===== config.mk =====
export PLATFORM = sky130hd
export DESIGN_NAME = udc_counter
export DESIGN_NICKNAME = d
export VERILOG_FILES = /design/src/shared/udc_pkg.sv /design/src/rtl/udc_next.sv /design/src/rtl/udc_counter.sv
export SDC_FILE = /design/constraint.sdc
export NUM_CORES = 1
export LEC_CHECK = 0
export BUFFER_PORTS_ARGS = -buffer_cell sky130_fd_sc_hd__buf_2
export CAP_MARGIN = 20
export CORE_MARGIN = 2
export CORE_UTILIZATION = 25
export CTS_CLUSTER_SIZE = 14
export DETAILED_ROUTE_END_ITERATION = 16
export SLEW_MARGIN = 20
export SYNTH_ARGS = -nofsm -noshare
export SYNTH_HDL_FRONTEND = slang
export SYNTH_SLANG_ARGS = --single-unit

===== constraint.sdc =====
create_clock -name clock_in -period 3.2 [get_ports clock_in]
set_input_delay 0.32 -clock clock_in [delete_from_list [all_inputs] [get_ports clock_in]]
set_output_delay 0.32 -clock clock_in [all_outputs]
set_load 0.05 [all_outputs]

===== src/shared/udc_pkg.sv =====
// Package for the dual-input up/down counter: widths, limits and carriers
package udc_pkg;
   localparam int unsigned COUNT_W = 4;
   localparam logic [3:0] DECADE_MAX = 4'h9;
   localparam logic [3:0] BINARY_MAX = 4'hf;
   localparam logic [3:0] COUNT_RST = 4'h0;
   localparam logic [1:0] EDGE_RST = 2'h3;

   // Count-pin levels, up in bit 1, down in bit 0
   typedef struct packed {
      logic up;
      logic down;
   } udc_pins_t;

   // Cascade outputs, both active low
   typedef struct packed {
      logic carry_n;
      logic borrow_n;
   } udc_casc_t;

   typedef enum logic [1:0] {
      UDC_HOLD,
      UDC_INC,
      UDC_DEC
   } udc_step_t;
endpackage : udc_pkg


===== src/rtl/udc_next.sv =====
// Next-count arithmetic with wrap for decade and binary variants
module udc_next #(
   parameter bit DECADE = 1'b1
) (
   // Present state and step
   input wire logic [3:0] count_in,
   input wire udc_pkg::udc_step_t step_in,
   // Result
   output logic [3:0] next_out,
   output logic at_max_out,
   output logic at_zero_out
);
   wire logic [3:0] max_val = DECADE ? udc_pkg::DECADE_MAX : udc_pkg::BINARY_MAX;
   // illegal codes escape
   // Any decade value above nine counts up to zero in one step, down to eight.
   wire logic above_max = DECADE && (count_in > udc_pkg::DECADE_MAX);
   wire logic [3:0] inc_val = (count_in == max_val || above_max) ? 4'h0 : 4'(count_in + 4'h1);
   wire logic [3:0] dec_val = (count_in == 4'h0) ? max_val :
      (above_max ? 4'(udc_pkg::DECADE_MAX - 4'h1) : 4'(count_in - 4'h1));

   assign at_max_out = (count_in == max_val);
   assign at_zero_out = (count_in == 4'h0);
   assign next_out = (step_in == udc_pkg::UDC_INC) ? inc_val :
      ((step_in == udc_pkg::UDC_DEC) ? dec_val : count_in);
endmodule : udc_next


===== src/rtl/udc_counter.sv =====
// Dual-input reversible 4-bit counter with preset, zeroing and cascade outputs
// Overview of operation
// - Four-bit count, decade or binary by parameter
// - All count bits update on one edge
// - Count steps up or down only on a count-pin rising edge
// - Up edge increments, down edge decrements
// - Load low copies preset data into count
// - Zeroing input high forces count to zero
// - Zeroing beats load, data and count pins
// - Borrow low at zero with down low
// - Carry low at maximum with up low
// - Decade wraps nine to zero and back
// - Binary wraps fifteen to zero and back
module udc_counter #(
   parameter bit DECADE = 1'b1,
   parameter int unsigned WIDTH = udc_pkg::COUNT_W
) (
   // Clock and reset
   input wire logic clock_in,
   input wire logic reset_n_in,
   // Count pins, sampled on clock_in
   input wire logic count_up_in,
   input wire logic count_down_in,
   // Preset and zeroing
   input wire logic load_n_in,
   input wire logic [3:0] preset_data_in,
   input wire logic zeroing_input_in,
   // Count and cascade outputs
   output logic [3:0] count_out,
   output logic carry_out_n_out,
   output logic borrow_out_n_out
);
   // Timing summary for users of this block:
   // The count pins are levels sampled on clock_in, so an edge is seen one clock after the pin rises.
   // A pin must therefore sit low for at least one clock and then high for at least one clock.
   // At most one step per two clocks per pin is possible; faster toggling is lost, not queued.
   // Load and zeroing are taken at the next clock edge rather than at once.
   // This trades the asynchronous preset of a discrete part for a single clean clock domain.
   // Carry and borrow are registered, so they follow the count by no extra cycle,
   // but a cascaded stage sees its own count pin rise one clock after this stage counted.
   // A chain of N stages therefore settles N-1 clocks after the first stage steps.
   // Decade codes ten to fifteen can only appear through a preset.
   // They hold until a step arrives, which returns them to the legal range at once.

   initial begin
      if (WIDTH != 4) begin
         $error("udc_counter supports only a 4-bit count");
      end
   end

   udc_pkg::udc_pins_t pins_q;
   udc_pkg::udc_pins_t pins_now;
   udc_pkg::udc_casc_t casc_q;
   udc_pkg::udc_casc_t casc_d;
   udc_pkg::udc_step_t step;
   logic [3:0] count_q;
   logic [3:0] count_d;
   logic [3:0] next_val;
   logic at_max;
   logic at_zero;

   assign pins_now = '{up: count_up_in, down: count_down_in};

   // rising edges only
   // Pins are treated as clock-synchronous levels; an edge is a low-to-high step between samples.
   wire logic up_rise = pins_now.up && !pins_q.up;
   wire logic down_rise = pins_now.down && !pins_q.down;
   // opposite pin must be high
   // Both rising together, or the idle pin low, leaves the count alone.
   assign step = (up_rise && pins_now.down && !down_rise) ? udc_pkg::UDC_INC :
      ((down_rise && pins_now.up && !up_rise) ? udc_pkg::UDC_DEC : udc_pkg::UDC_HOLD);

   udc_next #(
      .DECADE(DECADE)
   ) u_next (
      .count_in(count_q),
      .step_in(step),
      .next_out(next_val),
      .at_max_out(at_max),
      .at_zero_out(at_zero)
   );

   // load copies data
   // Load and zeroing act at the next clock edge; a true asynchronous path is not available here.
   assign count_d = zeroing_input_in ? udc_pkg::COUNT_RST :
      (!load_n_in ? preset_data_in : next_val);

   // Cascade flags are computed from the next count so they line up with count_out.
   wire logic next_max = (count_d == (DECADE ? udc_pkg::DECADE_MAX : udc_pkg::BINARY_MAX));
   wire logic next_zero = (count_d == 4'h0);
   // carry at maximum with up low
   // borrow at zero with down low
   assign casc_d = '{carry_n: !(next_max && !count_up_in), borrow_n: !(next_zero && !count_down_in)};

   always_ff @(posedge clock_in) begin
      if (!reset_n_in) begin
         count_q <= udc_pkg::COUNT_RST;
         pins_q <= udc_pkg::EDGE_RST;
         casc_q <= 2'h3;
      end else begin
         count_q <= count_d;
         pins_q <= pins_now;
         casc_q <= casc_d;
      end
   end

   assign count_out = count_q;
   assign carry_out_n_out = casc_q.carry_n;
   assign borrow_out_n_out = casc_q.borrow_n;

   AST_RANGE: assert property (@(posedge clock_in) disable iff (!reset_n_in)
      (DECADE && $past(count_q) <= 4'h9 && $past(load_n_in) && $past(reset_n_in)) |-> count_q <= 4'h9)
      else $error("decade count left legal range");

   AST_ZERO: assert property (@(posedge clock_in) disable iff (!reset_n_in)
      zeroing_input_in |=> count_q == 4'h0)
      else $error("zeroing did not clear count");

   AST_PRIO: assert property (@(posedge clock_in) disable iff (!reset_n_in)
      (zeroing_input_in && !load_n_in && preset_data_in != 4'h0) |=> count_q == 4'h0)
      else $error("load beat zeroing");

   AST_LOAD: assert property (@(posedge clock_in) disable iff (!reset_n_in)
      (!zeroing_input_in && !load_n_in) |=> count_q == $past(preset_data_in))
      else $error("preset not loaded");

   AST_STILL: assert property (@(posedge clock_in) disable iff (!reset_n_in)
      (load_n_in && !zeroing_input_in && !(count_up_in && !pins_q.up) && !(count_down_in && !pins_q.down))
      |=> $stable(count_q))
      else $error("count moved without a rising edge");

   AST_INC: assert property (@(posedge clock_in) disable iff (!reset_n_in)
      (load_n_in && !zeroing_input_in && count_up_in && !pins_q.up && pins_q.down && count_down_in
       && count_q != (DECADE ? 4'h9 : 4'hf) && count_q < (DECADE ? 4'h9 : 4'hf))
      |=> count_q == $past(count_q) + 4'h1)
      else $error("up edge did not increment");

   AST_WRAP_UP: assert property (@(posedge clock_in) disable iff (!reset_n_in)
      (load_n_in && !zeroing_input_in && step == udc_pkg::UDC_INC && at_max) |=> count_q == 4'h0)
      else $error("up wrap failed");

   AST_WRAP_DN: assert property (@(posedge clock_in) disable iff (!reset_n_in)
      (load_n_in && !zeroing_input_in && step == udc_pkg::UDC_DEC && at_zero)
      |=> count_q == (DECADE ? 4'h9 : 4'hf))
      else $error("down wrap failed");

   AST_BORROW: assert property (@(posedge clock_in) disable iff (!reset_n_in)
      !borrow_out_n_out |-> (count_q == 4'h0 && !$past(count_down_in)))
      else $error("borrow low without zero and down low");

   AST_CARRY: assert property (@(posedge clock_in) disable iff (!reset_n_in)
      !carry_out_n_out |-> (count_q == (DECADE ? 4'h9 : 4'hf) && !$past(count_up_in)))
      else $error("carry low without maximum and up low");

   AST_ESCAPE: assert property (@(posedge clock_in) disable iff (!reset_n_in)
      (DECADE && load_n_in && !zeroing_input_in && count_q > 4'h9 && step != udc_pkg::UDC_HOLD)
      |=> count_q <= 4'h9)
      else $error("illegal decade code not escaped");

   AST_DEC: assert property (@(posedge clock_in) disable iff (!reset_n_in)
      (load_n_in && !zeroing_input_in && step == udc_pkg::UDC_DEC && count_q != 4'h0 && count_q <= 4'h9)
      |=> count_q == 4'(($past(count_q) - 4'h1)))
      else $error("down edge did not decrement");

   AST_BOTH: assert property (@(posedge clock_in) disable iff (!reset_n_in)
      (load_n_in && !zeroing_input_in && up_rise && down_rise) |=> $stable(count_q))
      else $error("count moved on two edges at once");

   // up edge with down pin low refused
   AST_IDLE_LOW: assert property (@(posedge clock_in) disable iff (!reset_n_in)
      (load_n_in && !zeroing_input_in && up_rise && !count_down_in) |=> $stable(count_q))
      else $error("up edge counted while down pin low");

   AST_CARRY_SET: assert property (@(posedge clock_in) disable iff (!reset_n_in)
      (next_max && !count_up_in) |=> !carry_out_n_out)
      else $error("carry not driven low at maximum");

   AST_BORROW_SET: assert property (@(posedge clock_in) disable iff (!reset_n_in)
      (next_zero && !count_down_in) |=> !borrow_out_n_out)
      else $error("borrow not driven low at zero");

   AST_CARRY_HI: assert property (@(posedge clock_in) disable iff (!reset_n_in)
      count_up_in |=> carry_out_n_out)
      else $error("carry low while up pin high");

   AST_BORROW_HI: assert property (@(posedge clock_in) disable iff (!reset_n_in)
      count_down_in |=> borrow_out_n_out)
      else $error("borrow low while down pin high");

   AST_ESC_DN: assert property (@(posedge clock_in) disable iff (!reset_n_in)
      (DECADE && load_n_in && !zeroing_input_in && count_q > 4'h9 && step == udc_pkg::UDC_DEC)
      |=> count_q == 4'h8)
      else $error("illegal decade code did not step down to eight");

   AST_RST: assert property (@(posedge clock_in)
      !reset_n_in |=> (count_q == 4'h0 && carry_out_n_out && borrow_out_n_out))
      else $error("reset did not clear count and cascade");
endmodule : udc_counter


* Word level (Yosys, flattened, before mapping)
Index checks and enable logic that the tools add are counted.
** Storage, ports and cells
- Output and inout port bits :: 6
- Logic and storage cells :: 40
- Register bits after elaboration :: 8
- Bits of input ports :: 10
- Bits in writable memories :: 0
- Memory bits (read-only) :: 0
- Memories :: 0
- Latch bits :: 0
** Operators by class
- Div/mod/pow operators :: 0
- Multiplexer cells :: 9
- Add/sub/neg operators :: 2
- Reductions and logical operators :: 19
- Order comparisons :: 1
- Shift operators :: 0
- Eq/ne operators :: 4
- Bitwise logic cells :: 0
- Multiply operators :: 0
** Operators by type and width (number)
- two-way mux 4 bit :: 7
- == test 4 bit, second input constant :: 2
- logical AND 1 bit :: 8
- zero test 1 bit :: 8
- zero test 4 bit :: 2
- adder 4 x 1 -> 4 bit, second input constant :: 1
- > comparator 4 bit, second input constant :: 1
- two-way mux 2 bit :: 2
- subtractor 4 x 1 -> 4 bit, second input constant :: 1
- == test 2 x 1 -> 1 bit, second input constant :: 1
- == test 2 bit, second input constant :: 1
- logical OR 1 bit :: 1

* Depth between registers and ports, before layout
Gate-level depths: netlist of run 1.
- Word-level depth :: 14
- Depth in mapped cells :: 7

* Modules after synthesis
A second synthesis of run 1 with hierarchy kept.
** Unflattened totals
- Cell total of the unflattened synthesis :: 71
- Area total of the unflattened synthesis :: 598.1 µm²
** Modules (own cells, without submodules)
- udc_counter :: times used 1, cells each 32, area an instance 321.6 µm²
- udc_next :: times used 1, cells each 39, area an instance 276.5 µm²

* Least setup slack after synthesis of run 1
Ideal clock, no wire load.
- Kind :: flip-flop to flip-flop
- Start :: reg count_q[0], in the netlist count_out[0]
- End :: reg casc_q (netlist bit borrow_out_n_out)
- Period minus slack after synthesis :: 2.384 ns
- Stages on the path, launching flop included :: 8
- Setup time :: 0.134 ns
- Path slack :: 0.816 ns
- Data arrival time :: 2.250 ns
- Path through :: dfxtp_1 > inv_1 > ha_1 > nor3b_1 > o21ai_0 > a311oi_1 > a211oi_1 > or4b_1
** Between the ends
- Word-level cells in the longest chain between the ends :: 10
** RTL lines
- start: declaration :: line udc_counter.sv:56 : logic [3:0] count_q;
- start signal: assignment :: line udc_counter.sv:97 : count_q <= udc_pkg::COUNT_RST;
- start signal: assignment :: line udc_counter.sv:101 : count_q <= count_d;
- subtractor 4 x 1 -> 4 bit or > comparator 4 bit (tied branches) :: line udc_next.sv:19, udc_next.sv:16
- two-way mux 4 bit :: line udc_next.sv:19 : (above_max ? 4'(udc_pkg::DECADE_MAX - 4'h1) : 4'(count_in - 4'h1));
- two-way mux 4 bit :: line udc_next.sv:18 : wire logic [3:0] dec_val = (count_in == 4'h0) ? max_val :
- two-way mux 4 bit :: line udc_next.sv:24 : ((step_in == udc_pkg::UDC_DEC) ? dec_val : count_in);
- two-way mux 4 bit (*) :: line udc_next.sv:23 : assign next_out = (step_in == udc_pkg::UDC_INC) ? inc_val :
- two-way mux 4 bit (*) :: line udc_counter.sv:86 : (!load_n_in ? preset_data_in : next_val);
- two-way mux 4 bit (*) :: line udc_counter.sv:85 : assign count_d = zeroing_input_in ? udc_pkg::COUNT_RST :
- zero test 4 bit (*) :: line udc_counter.sv:90 : wire logic next_zero = (count_d == 4'h0);
- logical AND 1 bit (*) :: line udc_counter.sv:93 : assign casc_d = '{carry_n: !(next_max && !count_up_in), borrow_n: !(next_zero && !count_down_in)};
- zero test 1 bit (*) :: line udc_counter.sv:93
- end signal: assignment :: line udc_counter.sv:103 : casc_q <= casc_d;
- end: declaration :: line udc_counter.sv:53 : udc_pkg::udc_casc_t casc_q;
Mark *: on every way between the ends. The rest lies on a longest branch, timed or not.
A chain may end at the register's enable or synchronous reset.

* Worst setup path after layout of run 1
Ends and elaborated chain as after synthesis.

==> results of run 1 <==
-- metal layers --
layer	wire length [um]	global-route usage	up-vias
met5	0	0	-
met4	29	0.0351	0
met3	88	0.0431	4
met2	654	0.177	24
met1	705	0.163	272
li1	-	-	288
-- area by class of cell --
type	instances	area (um2)	share of cell area
multi-input combinational	53	378	0.548
clock buffer	3	22.5	0.0327
timing repair buffer	15	75.1	0.109
tap	28	35.0	0.0508
inverter	5	18.8	0.0272
sequential	8	160	0.232
-- registers in the layout, indices dropped and copies added, names as in the netlist --
register / cells
count_out: 4
carry_out_n_out: 1
borrow_out_n_out: 1
pins_q: 2
-- per-stage QoR --
| step | setup WS (ns) | utilization | hold slack [ns] | instance area, um2 | instances |
|---|---|---|---|---|---|
| after CTS | 0.910 | 0.315 | 0.322 | 689 | 112 |
| after detailed placement | 0.983 | 0.304 | 0.578 | 667 | 109 |
| final | 0.856 | 0.315 | 0.328 | 689 | 112 |
| after global placement | 1.03 | 0.304 | 0.570 | 667 | 109 |
| after floorplan | 0.816 | - | 0.410 | 578 | 69 |
| after global routing | 0.675 | 0.315 | 0.332 | 689 | 112 |
-- power breakdown --
part / switching (mW) / internal, mW / total (mW)
Combinational: 0.0391 / 0.0237 / 0.0628
Sequential: 0.00681 / 0.104 / 0.111
Clock: 0.0328 / 0.0428 / 0.0756
Total: 0.0787 / 0.171 / 0.250
-- cells by family after synthesis --
logic type,synth area share
simple gates,0.262
compound gates,0.297
buf+inv,0.0693
flops,0.277
fa+ha+maj,0.0649
xor+xnor,0.0303
-- synthesized netlist by cell type --
| library cell | n |
|---|---|
| dfxtp_1 | 8 |
| inv_1 | 5 |
| nor2_1 | 5 |
| a21oi_1 | 4 |
| nand2b_1 | 4 |
| a211oi_1 | 3 |
| ha_1 | 3 |
| o21ai_0 | 3 |
| and2_1 | 2 |
| buf_2 | 2 |
| nand4_1 | 2 |
| nor3b_1 | 2 |
| o21a_1 | 2 |
| o21bai_1 | 2 |
| a2111o_1 | 1 |
| a211oi_2 | 1 |
| a311oi_1 | 1 |
| and3_1 | 1 |
| and4b_1 | 1 |
| buf_6 | 1 |
| nand2_1 | 1 |
| nand3_1 | 1 |
| nand4b_1 | 1 |
| nor2b_1 | 1 |
| nor3_1 | 1 |
| nor4_1 | 1 |
| o211ai_1 | 1 |
| o21ai_1 | 1 |
| o21ba_1 | 1 |
| o31ai_1 | 1 |
| o32a_1 | 1 |
| o41a_1 | 1 |
| or3_1 | 1 |
| or4b_1 | 1 |
| xnor2_1 | 1 |
| xor2_1 | 1 |
-- path summary, 6_finish.rpt --
| kind | cells after the start | endpoint | slack, ns | start |
|---|---|---|---|---|
| setup / recovery | 7 | borrow_out_n_out | 0.86 | count_out[0] |
| hold / removal | 3 | pins_q[1] | 0.33 | count_up_in |
| setup reg to reg | 7 | borrow_out_n_out | 0.86 | count_out[0] |
| hold reg to reg | 3 | count_out[1] | 0.75 | pins_q[0] |
-- critical path, stage by stage (launching register included) --
cell      delay, ns
dfxtp_1        0.50
inv_1          0.11
ha_1           0.29
nor3b_1        0.19
o21ai_0        0.17
a311oi_1       0.14
a211oi_1       0.33
or4b_1         0.47
==> metrics.txt, run 1 <==
fraction of layout cells with a size suffix above 1 0.226; dominant cell type by area after synthesis dfxtp_1; CTS root buffer clkbuf_4; max cap viols 0; Final Power 0.250 mW; First-pass DRT Iterations 4; CTS max path bufs 2; drc violations 0; CTS Buf Count 3; Die ar. 2710 um2; largest net degree at the start of global routing 11; commonest non-fill, non-tap cell in the layout buf_2; Initial Util 0.264; initial detailed-routing violation count 24; Slew Viols, Final 0; WL/cell 13.2 um; Cell variety after synth 36; PwrDens 362 nW/um2; Max-slew headroom 0.711; GPL Wtd Cong 0.832; Crit Path Max Fanout 10; syn_nets 82; Final Cycle Share 0.733; Final Hold Fails 0; H-tree levels 1; CP endpoint kind flip-flop; io pins 16; top cells by area, synth dfxtp_1 28%, ha_1 6.5%, nand2b_1 4.3%; VDD IR max 0.000235 V; Least-Margin Pin Slew 0.430 ns; Die H 52.1 um; Period minus WS final 2.34 ns; number of diodes 0; class of the worst hold path in2reg; row count 17; area delta synth->final 19.3%; Pleak 0.293 nW; commonest cells after routing, fill and taps aside 15 x buf_2, 8 x dfxtp_1, 5 x inv_1, 5 x nor2_1; Fillers 229; CP Launch Type flip-flop; # setup viols final 0; Req. time, crit path 3.31 ns; # Post-CTS Setup Buffers 0; via/cell ratio 5.25; post-synthesis sequential area ratio 0.277; initial antenna violation count 0; final setup skew 0.00958 ns; outcome finished clean; first-pass GRT wire length 2410 um; dpl hpwl 1050 um; Setup TNS 0 ns; Hold-fix buffers, CTS 0; core box area 2190 um2; top cell type's share of synthesized area 0.277; clock slew at the register clock pins of the worst setup and hold paths 0.06 ns; worst endpoint data arrival time 2.46 ns; Nets 99; Post-CTS Resized 0; Mapped Cells 69; final WL 1480 um; FF+latch count, synth 8; worst-skew pair later-pin latency 0.25 ns; clk sink count 8; fmax 0.427 GHz; cell area after synthesis 578 um2; post-route ant nets 0; Tot GR Track Use 0.120; grt total ovfl 0; Die Wd 52.1 um; type of the worst setup path reg2reg; Ys Warns 0; Post-Syn Area per Cell 8.38 um2; RSZ-0062 raised after global routing no; vias post-DR 588; TritonCTS clock tree yes; vias in the first global route 561; input/output buffers 15
(Power assumes the default switching activity.)
==> inputs of run 2 (changes only) <==
--- a/config.mk
+++ b/config.mk
@@ -5,6 +5,7 @@
 export SDC_FILE = /design/constraint.sdc
 export NUM_CORES = 1
 export LEC_CHECK = 0
+export ABC_AREA = 1
 export BUFFER_PORTS_ARGS = -buffer_cell sky130_fd_sc_hd__buf_2
 export CAP_MARGIN = 20
 export CORE_MARGIN = 2
==> constraint.sdc (replaced) <==
create_clock -name clock_in -period 2.35 [get_ports clock_in]
set_input_delay 0.235 -clock clock_in [delete_from_list [all_inputs] [get_ports clock_in]]
set_output_delay 0.235 -clock clock_in [all_outputs]
set_load 0.05 [all_outputs]
==> metrics.txt, run 2 <==
critical-path cell list inv_1, ha_1, nand2_4, nand2_2, nand2_2, nor2_2, a21oi_1, nand2_1, nand2_2, inv_2, nor2_2, nand2_1; initial detailed-routing violation count 8 (-67%); fraction of layout cells with a size suffix above 1 0.254 (+0.0280); commonest non-fill, non-tap cell in the layout nand2_1; CP Launch Type flip-flop; Clock Power Share 0.302 (about the same); Nets 133 (+34%); via/cell ratio 4.26 (-19%); Die H 53.8 um (+3.3%); Final Hold Fails 0 (unchanged); Period minus WS final 1.68 ns (-0.661 ns); cell total after placement 145 (+33%); cell area after synthesis 621 um2 (+7.4%); GPL Wtd Cong 0.871 (+4.7%); number of diodes 0 (unchanged); # setup viols final 0 (unchanged); final std cells w/o fill 148 (+32%); worst endpoint data arrival time 1.83 ns (-0.63 ns); Mapped Cells 101 (+46%); fmax 0.594 GHz (+39%); switching portion of total power 0.329 (+0.0135); reg2reg setup slack 0.67 ns (-0.19 ns); initial antenna violation count 0 (unchanged); TritonCTS clock tree yes; grt total ovfl 0 (unchanged); dominant cell type by area after synthesis dfxtp_1; WL/cell 9.15 um (-31%); Max-slew headroom 0.729 (+0.0178); Pleak 0.398 nW (+36%); PwrDens 463 nW/um2 (+28%); internal cell power 0.232 mW (+35%); core box area 2410 um2 (+10%); Crit Path Max Fanout 6 (-4); r2r startpoint count_out[0]; outcome finished clean; ys async rst share 0 (unchanged); final setup skew 0.000492 ns (-0.00909 ns); Core Util, Final 0.309 (-0.00575); clk sink count 8 (unchanged); post-route ant nets 0 (unchanged); vias post-DR 630 (+7.1%); number of synthesized flops with an enable pin 0 (unchanged); class of the worst hold path in2reg; Comb pwr share 0.263 (+0.011); max cap viols 0 (unchanged); syn_nets 114 (+39%); final WL 1350 um (-8.3%); Req. time, crit path 2.50 ns (-0.81 ns); Post-Syn Area per Cell 6.14 um2 (-27%); io pins 16 (unchanged); power share of the sequential group 0.435 (-0.011); dominant synthesized flop cell dfxtp_1; top cell type's share of synthesized area 0.258 (-0.0190); top cells by area, synth dfxtp_1 26%, nand2_1 16%, nor2_1 10%; Die ar. 2900 um2 (+6.8%); max reg flops 4 (unchanged); FF+latch count, synth 8 (unchanged); CTS Buf Count 3 (unchanged); Net Sw Power 0.113 mW (+44%); Initial Util 0.258 (-0.00632); crit path from count_out[0]; Tot GR Track Use 0.111 (-0.00884); post-synthesis sequential area ratio 0.258 (-0.0190); CP peak stage delay 0.40 ns (-0.10 ns); Slowest-stage cell, CP dfxtp_1; RSZ-0062 raised after global routing no; drc violations 0 (unchanged); Hold Startpoint count_up_in; Die Wd 53.8 um (+3.3%); largest net degree at the start of global routing 9 (-2); vias in the first global route 593 (+5.7%); H-tree levels 1 (unchanged); first-pass GRT wire length 2300 um (-4.3%); # Post-CTS Setup Buffers 0 (unchanged); CTS root buffer clkbuf_4; hold depth 3 (unchanged); input/output buffers 15 (unchanged); reg2reg end carry_out_n_out; setup ws final 0.667 ns (-0.189 ns); Setup TNS 0 ns (unchanged); area delta synth->final 20.0%; count leader, synth nand2_1; CP endpoint kind flip-flop; VDD IR max 0.000379 V (+61%); dpl hpwl 1170 um (+11%); CP most frequent cell nand2_2; CTS max path bufs 2 (unchanged); Ys Warns 0 (unchanged); Least-Margin Pin Slew 0.406 ns (-0.0247 ns); worst slack, placed 0.672 ns (-0.311 ns); First-pass DRT Iterations 4 (unchanged); Post-CTS Resized 0 (unchanged); commonest cells after routing, fill and taps aside 27 x nand2_1, 17 x nor2_1, 15 x buf_2; clock slew at the register clock pins of the worst setup and hold paths 0.05 ns (about the same); Synth top cells by count 27 x nand2_1, 17 x nor2_1, 13 x inv_1; type of the worst setup path reg2reg; Cell variety after synth 21 (-42%); Hold-fix buffers, CTS 0 (unchanged); row count 18 (+1); worst r2r path cells 12 (+5); Fillers 265 (+16%); Fin Hold WS 0.217 ns (-0.111 ns); Final Cycle Share 0.716 (-0.0163); Slew Viols, Final 0 (unchanged); worst-skew pair later-pin latency 0.25 ns (about the same); hold endpoint pins_q[1]
## run 2: cell types whose count changed after synthesis, moves of 3 or more
| cell | change |
|---|---|
| nand2_1 | +26 |
| nor2_1 | +12 |
| nand2b_1 | -4 |
| inv_1 | +8 |
| nand3_1 | +6 |
| a211oi_1 | -3 |
| nand2_2 | +4 |
## run 2: cell type report
| cell class | count | area (um2) | share of cell area |
|---|---|---|---|
| repair buffers | 15 | 75.1 | 0.101 |
| inverters | 15 | 61.3 | 0.0824 |
| clock buffers | 3 | 22.5 | 0.0303 |
| multi-input cells | 77 | 388 | 0.521 |
| flip-flops and latches | 8 | 160 | 0.215 |
| well taps | 30 | 37.5 | 0.0504 |
## run 2: kinds of logic (layout without fill, tap and decap cells)
group / count (synthesis) / in the layout / synth area share
compound gates: 8 / 8 / 0.0645
xor+xnor: 2 / 2 / 0.0282
fa+ha+maj: 3 / 3 / 0.0605
buf+inv: 16 / 33 / 0.117
flops: 8 / 8 / 0.258
simple gates: 64 / 64 / 0.472
## run 2: routing by layer
layer  global-route usage  share of wire  wire length (um)  vias up
met3               0.0139          0.046                62        6
met5                    0              0                 0        -
met4               0.0897          0.039                53        0
met2                0.199           0.48               645       17
met1                0.116           0.44               592      262
li1                     -              -                 -      345
## run 2: metrics by stage
| stage | instance area [um2] | total power [mW] |
|---|---|---|
| after global routing | 744 | 0.362 |
| after detailed placement | 722 | 0.244 |
| after CTS | 744 | 0.348 |
| after floorplan | 621 | 0.220 |
| after global placement | 722 | 0.243 |
| final | 744 | 0.345 |
## run 2: how the worst max path moves through the flow
stage,end,cells past startpoint
floorplan,carry_out_n_out,12
global placement,carry_out_n_out,12
detailed placement,carry_out_n_out,12
CTS,carry_out_n_out,12
global route,carry_out_n_out,12
finish,carry_out_n_out,12
## run 2: power by group through the flow
stage / registers (mW) / logic [mW] / clock network [mW]
floorplan: 0.164 / 0.0555 / 0
finish: 0.150 / 0.0906 / 0.104
global route: 0.151 / 0.102 / 0.109
detailed placement: 0.153 / 0.0914 / 0
global placement: 0.153 / 0.0903 / 0
CTS: 0.150 / 0.0916 / 0.106
## run 2: critical path: cells and delay by family (launching register included)
family / cells / cell delay, ns
fa+ha+maj: 1 / 0.27
simple gates: 8 / 0.60
flops: 1 / 0.40
compound gates: 1 / 0.13
buf+inv: 2 / 0.18
==> inputs of run 3 (changes only) <==
--- a/config.mk
+++ b/config.mk
@@ -5,7 +5,7 @@
 export SDC_FILE = /design/constraint.sdc
 export NUM_CORES = 1
 export LEC_CHECK = 0
-export ABC_AREA = 1
+export ABC_AREA = 0
 export BUFFER_PORTS_ARGS = -buffer_cell sky130_fd_sc_hd__buf_2
 export CAP_MARGIN = 20
 export CORE_MARGIN = 2
==> constraint.sdc (replaced) <==
create_clock -name clock_in -period 1.4 [get_ports clock_in]
set_input_delay 0.14 -clock clock_in [delete_from_list [all_inputs] [get_ports clock_in]]
set_output_delay 0.14 -clock clock_in [all_outputs]
set_load 0.05 [all_outputs]
==> metrics.txt, run 3 (synthesis results as in run 1) <==
Final Hold Fails 0 (unchanged); vias in the first global route 593 (unchanged); dpl hpwl 1230 um (+5.5%); input/output buffers 15 (unchanged); CTS root buffer clkbuf_4; CP endpoint kind flip-flop; Period minus WS final 1.91 ns (+0.231 ns); WL/cell 11.4 um (+25%); reg2reg end borrow_out_n_out; PwrDens 692 nW/um2 (+49%); worst endpoint data arrival time 2.04 ns (+0.21 ns); vias post-DR 643 (+2.1%); RSZ-0062 raised after global routing yes; final std cells w/o fill 136 (-8.1%); final WL 1550 um (+14%); Die H 52.1 um (-3.2%); area delta synth->final 63.2%; worst r2r path cells 7 (-5); clk sink count 8 (unchanged); First-pass DRT Iterations 4 (unchanged); Slew Viols, Final 0 (unchanged); number of diodes 0 (unchanged); commonest cells after routing, fill and taps aside 23 x buf_4, 15 x buf_2, 5 x nor2_1; CTS max path bufs 2 (unchanged); Die ar. 2710 um2 (-6.4%); Hold Startpoint count_up_in; Fillers 221 (-17%); outcome finished, violations left; Fin Hold WS 0.133 ns (-0.0847 ns); Setup TNS -2.13 ns (-2.13 ns); fmax 0.522 GHz (-12%); # setup viols final 6 (+6); Crit Path Max Fanout 7 (+1); Tot GR Track Use 0.124 (+0.0126); final setup skew 0.00134 ns (+0.000849 ns); core box area 2190 um2 (-9.1%); GPL Wtd Cong 0.874 (+0.38%); row count 17 (-1); post-route ant nets 0 (unchanged); CP Launch Type flip-flop; setup ws final -0.514 ns (-1.18 ns); initial detailed-routing violation count 8 (unchanged); reg2reg setup slack -0.51 ns (-1.18 ns); hold depth 3 (unchanged); failing checks negative setup slack; worst-skew pair later-pin latency 0.25 ns (about the same); Cell Area, Placed 860 um2 (+19%); CTS Buf Count 3 (unchanged); post-route cell area 943 um2 (+27%); Initial Util 0.264 (+0.00632); via/cell ratio 4.73 (+11%); largest net degree at the start of global routing 8 (-1); Final Power 0.653 mW (+89%); Max-slew headroom 0.783 (+0.0536); class of the worst hold path in2reg; worst slack, placed -0.518 ns (-1.19 ns); commonest non-fill, non-tap cell in the layout buf_4; H-tree levels 1 (unchanged); initial antenna violation count 0 (unchanged); Die Wd 52.1 um (-3.2%); Core Util, Final 0.431 (+0.122); max reg flops 4 (unchanged); max cap viols 0 (unchanged); Least-Margin Pin Slew 0.323 ns (-0.0826 ns); type of the worst setup path reg2reg; fraction of layout cells with a size suffix above 1 0.556 (+0.301); r2r startpoint count_out[0]; drc violations 0 (unchanged); grt total ovfl 0 (unchanged); TritonCTS clock tree yes; Pleak 0.406 nW (+1.9%); Nets 122 (-8.3%); first-pass GRT wire length 2500 um (+8.4%); VDD IR max 0.000525 V (+39%); clock slew at the register clock pins of the worst setup and hold paths 0.05 ns (about the same); io pins 16 (unchanged); hold endpoint pins_q[1]; cell total after placement 128 (-12%); Final Cycle Share 1.37 (+0.651); Req. time, crit path 1.52 ns (-0.98 ns)
run 3: worst max path at each step:
stage | start | end | slack, ns | cells past startpoint
after global placement | count_out[0] | carry_out_n_out | -0.48 | 7
final | count_out[0] | borrow_out_n_out | -0.51 | 7
after global routing | count_out[0] | borrow_out_n_out | -0.57 | 7
after floorplan | count_out[0] | borrow_out_n_out | -0.52 | 7
after CTS | count_out[0] | carry_out_n_out | -0.45 | 7
after detailed placement | count_out[0] | carry_out_n_out | -0.52 | 7
run 3: area by class of cell:
cell class              instances  area (um2)  area share
multi-input cells              53         437       0.463
flip-flops and latches          8         174       0.184
repair buffers                 38         248       0.263
inverters                       5        23.8      0.0252
well taps                      28        35.0      0.0371
clock buffers                   4        26.3      0.0279
run 3: timing repair:
item | 4_1_cts | 5_1_grt
pin swaps | 10 | 1
gates resized for setup | 3 | 4
setup buffers | 2 | 2
endpoints found under the setup margin | 6 | 6
hold buffers | 0 | 0
run 3: metal layers:
metal  up-vias  wire, um  track usage
li1        338         -            -
met1       288       730        0.161
met2        15       743        0.209
met3         2        53      0.00862
met4         0        23       0.0526
met5         -         0            0
run 3: worst max-delay path, stage by stage (launching register included):
cell and delay (ns):
dfxtp_4 0.37, inv_4 0.04, ha_4 0.17, nor3b_2 0.17, o21ai_1 0.17, a311oi_2 0.15
a211oi_2 0.28, or4b_1 0.44
run 3: power breakdown:
group | leakage, nW | internal [mW] | total, mW | switching, mW
Sequential | 0.0681 | 0.237 | 0.247 | 0.0104
Combinational | 0.323 | 0.110 | 0.222 | 0.112
Clock | 0.0150 | 0.109 | 0.184 | 0.0751
Total | 0.406 | 0.455 | 0.653 | 0.198
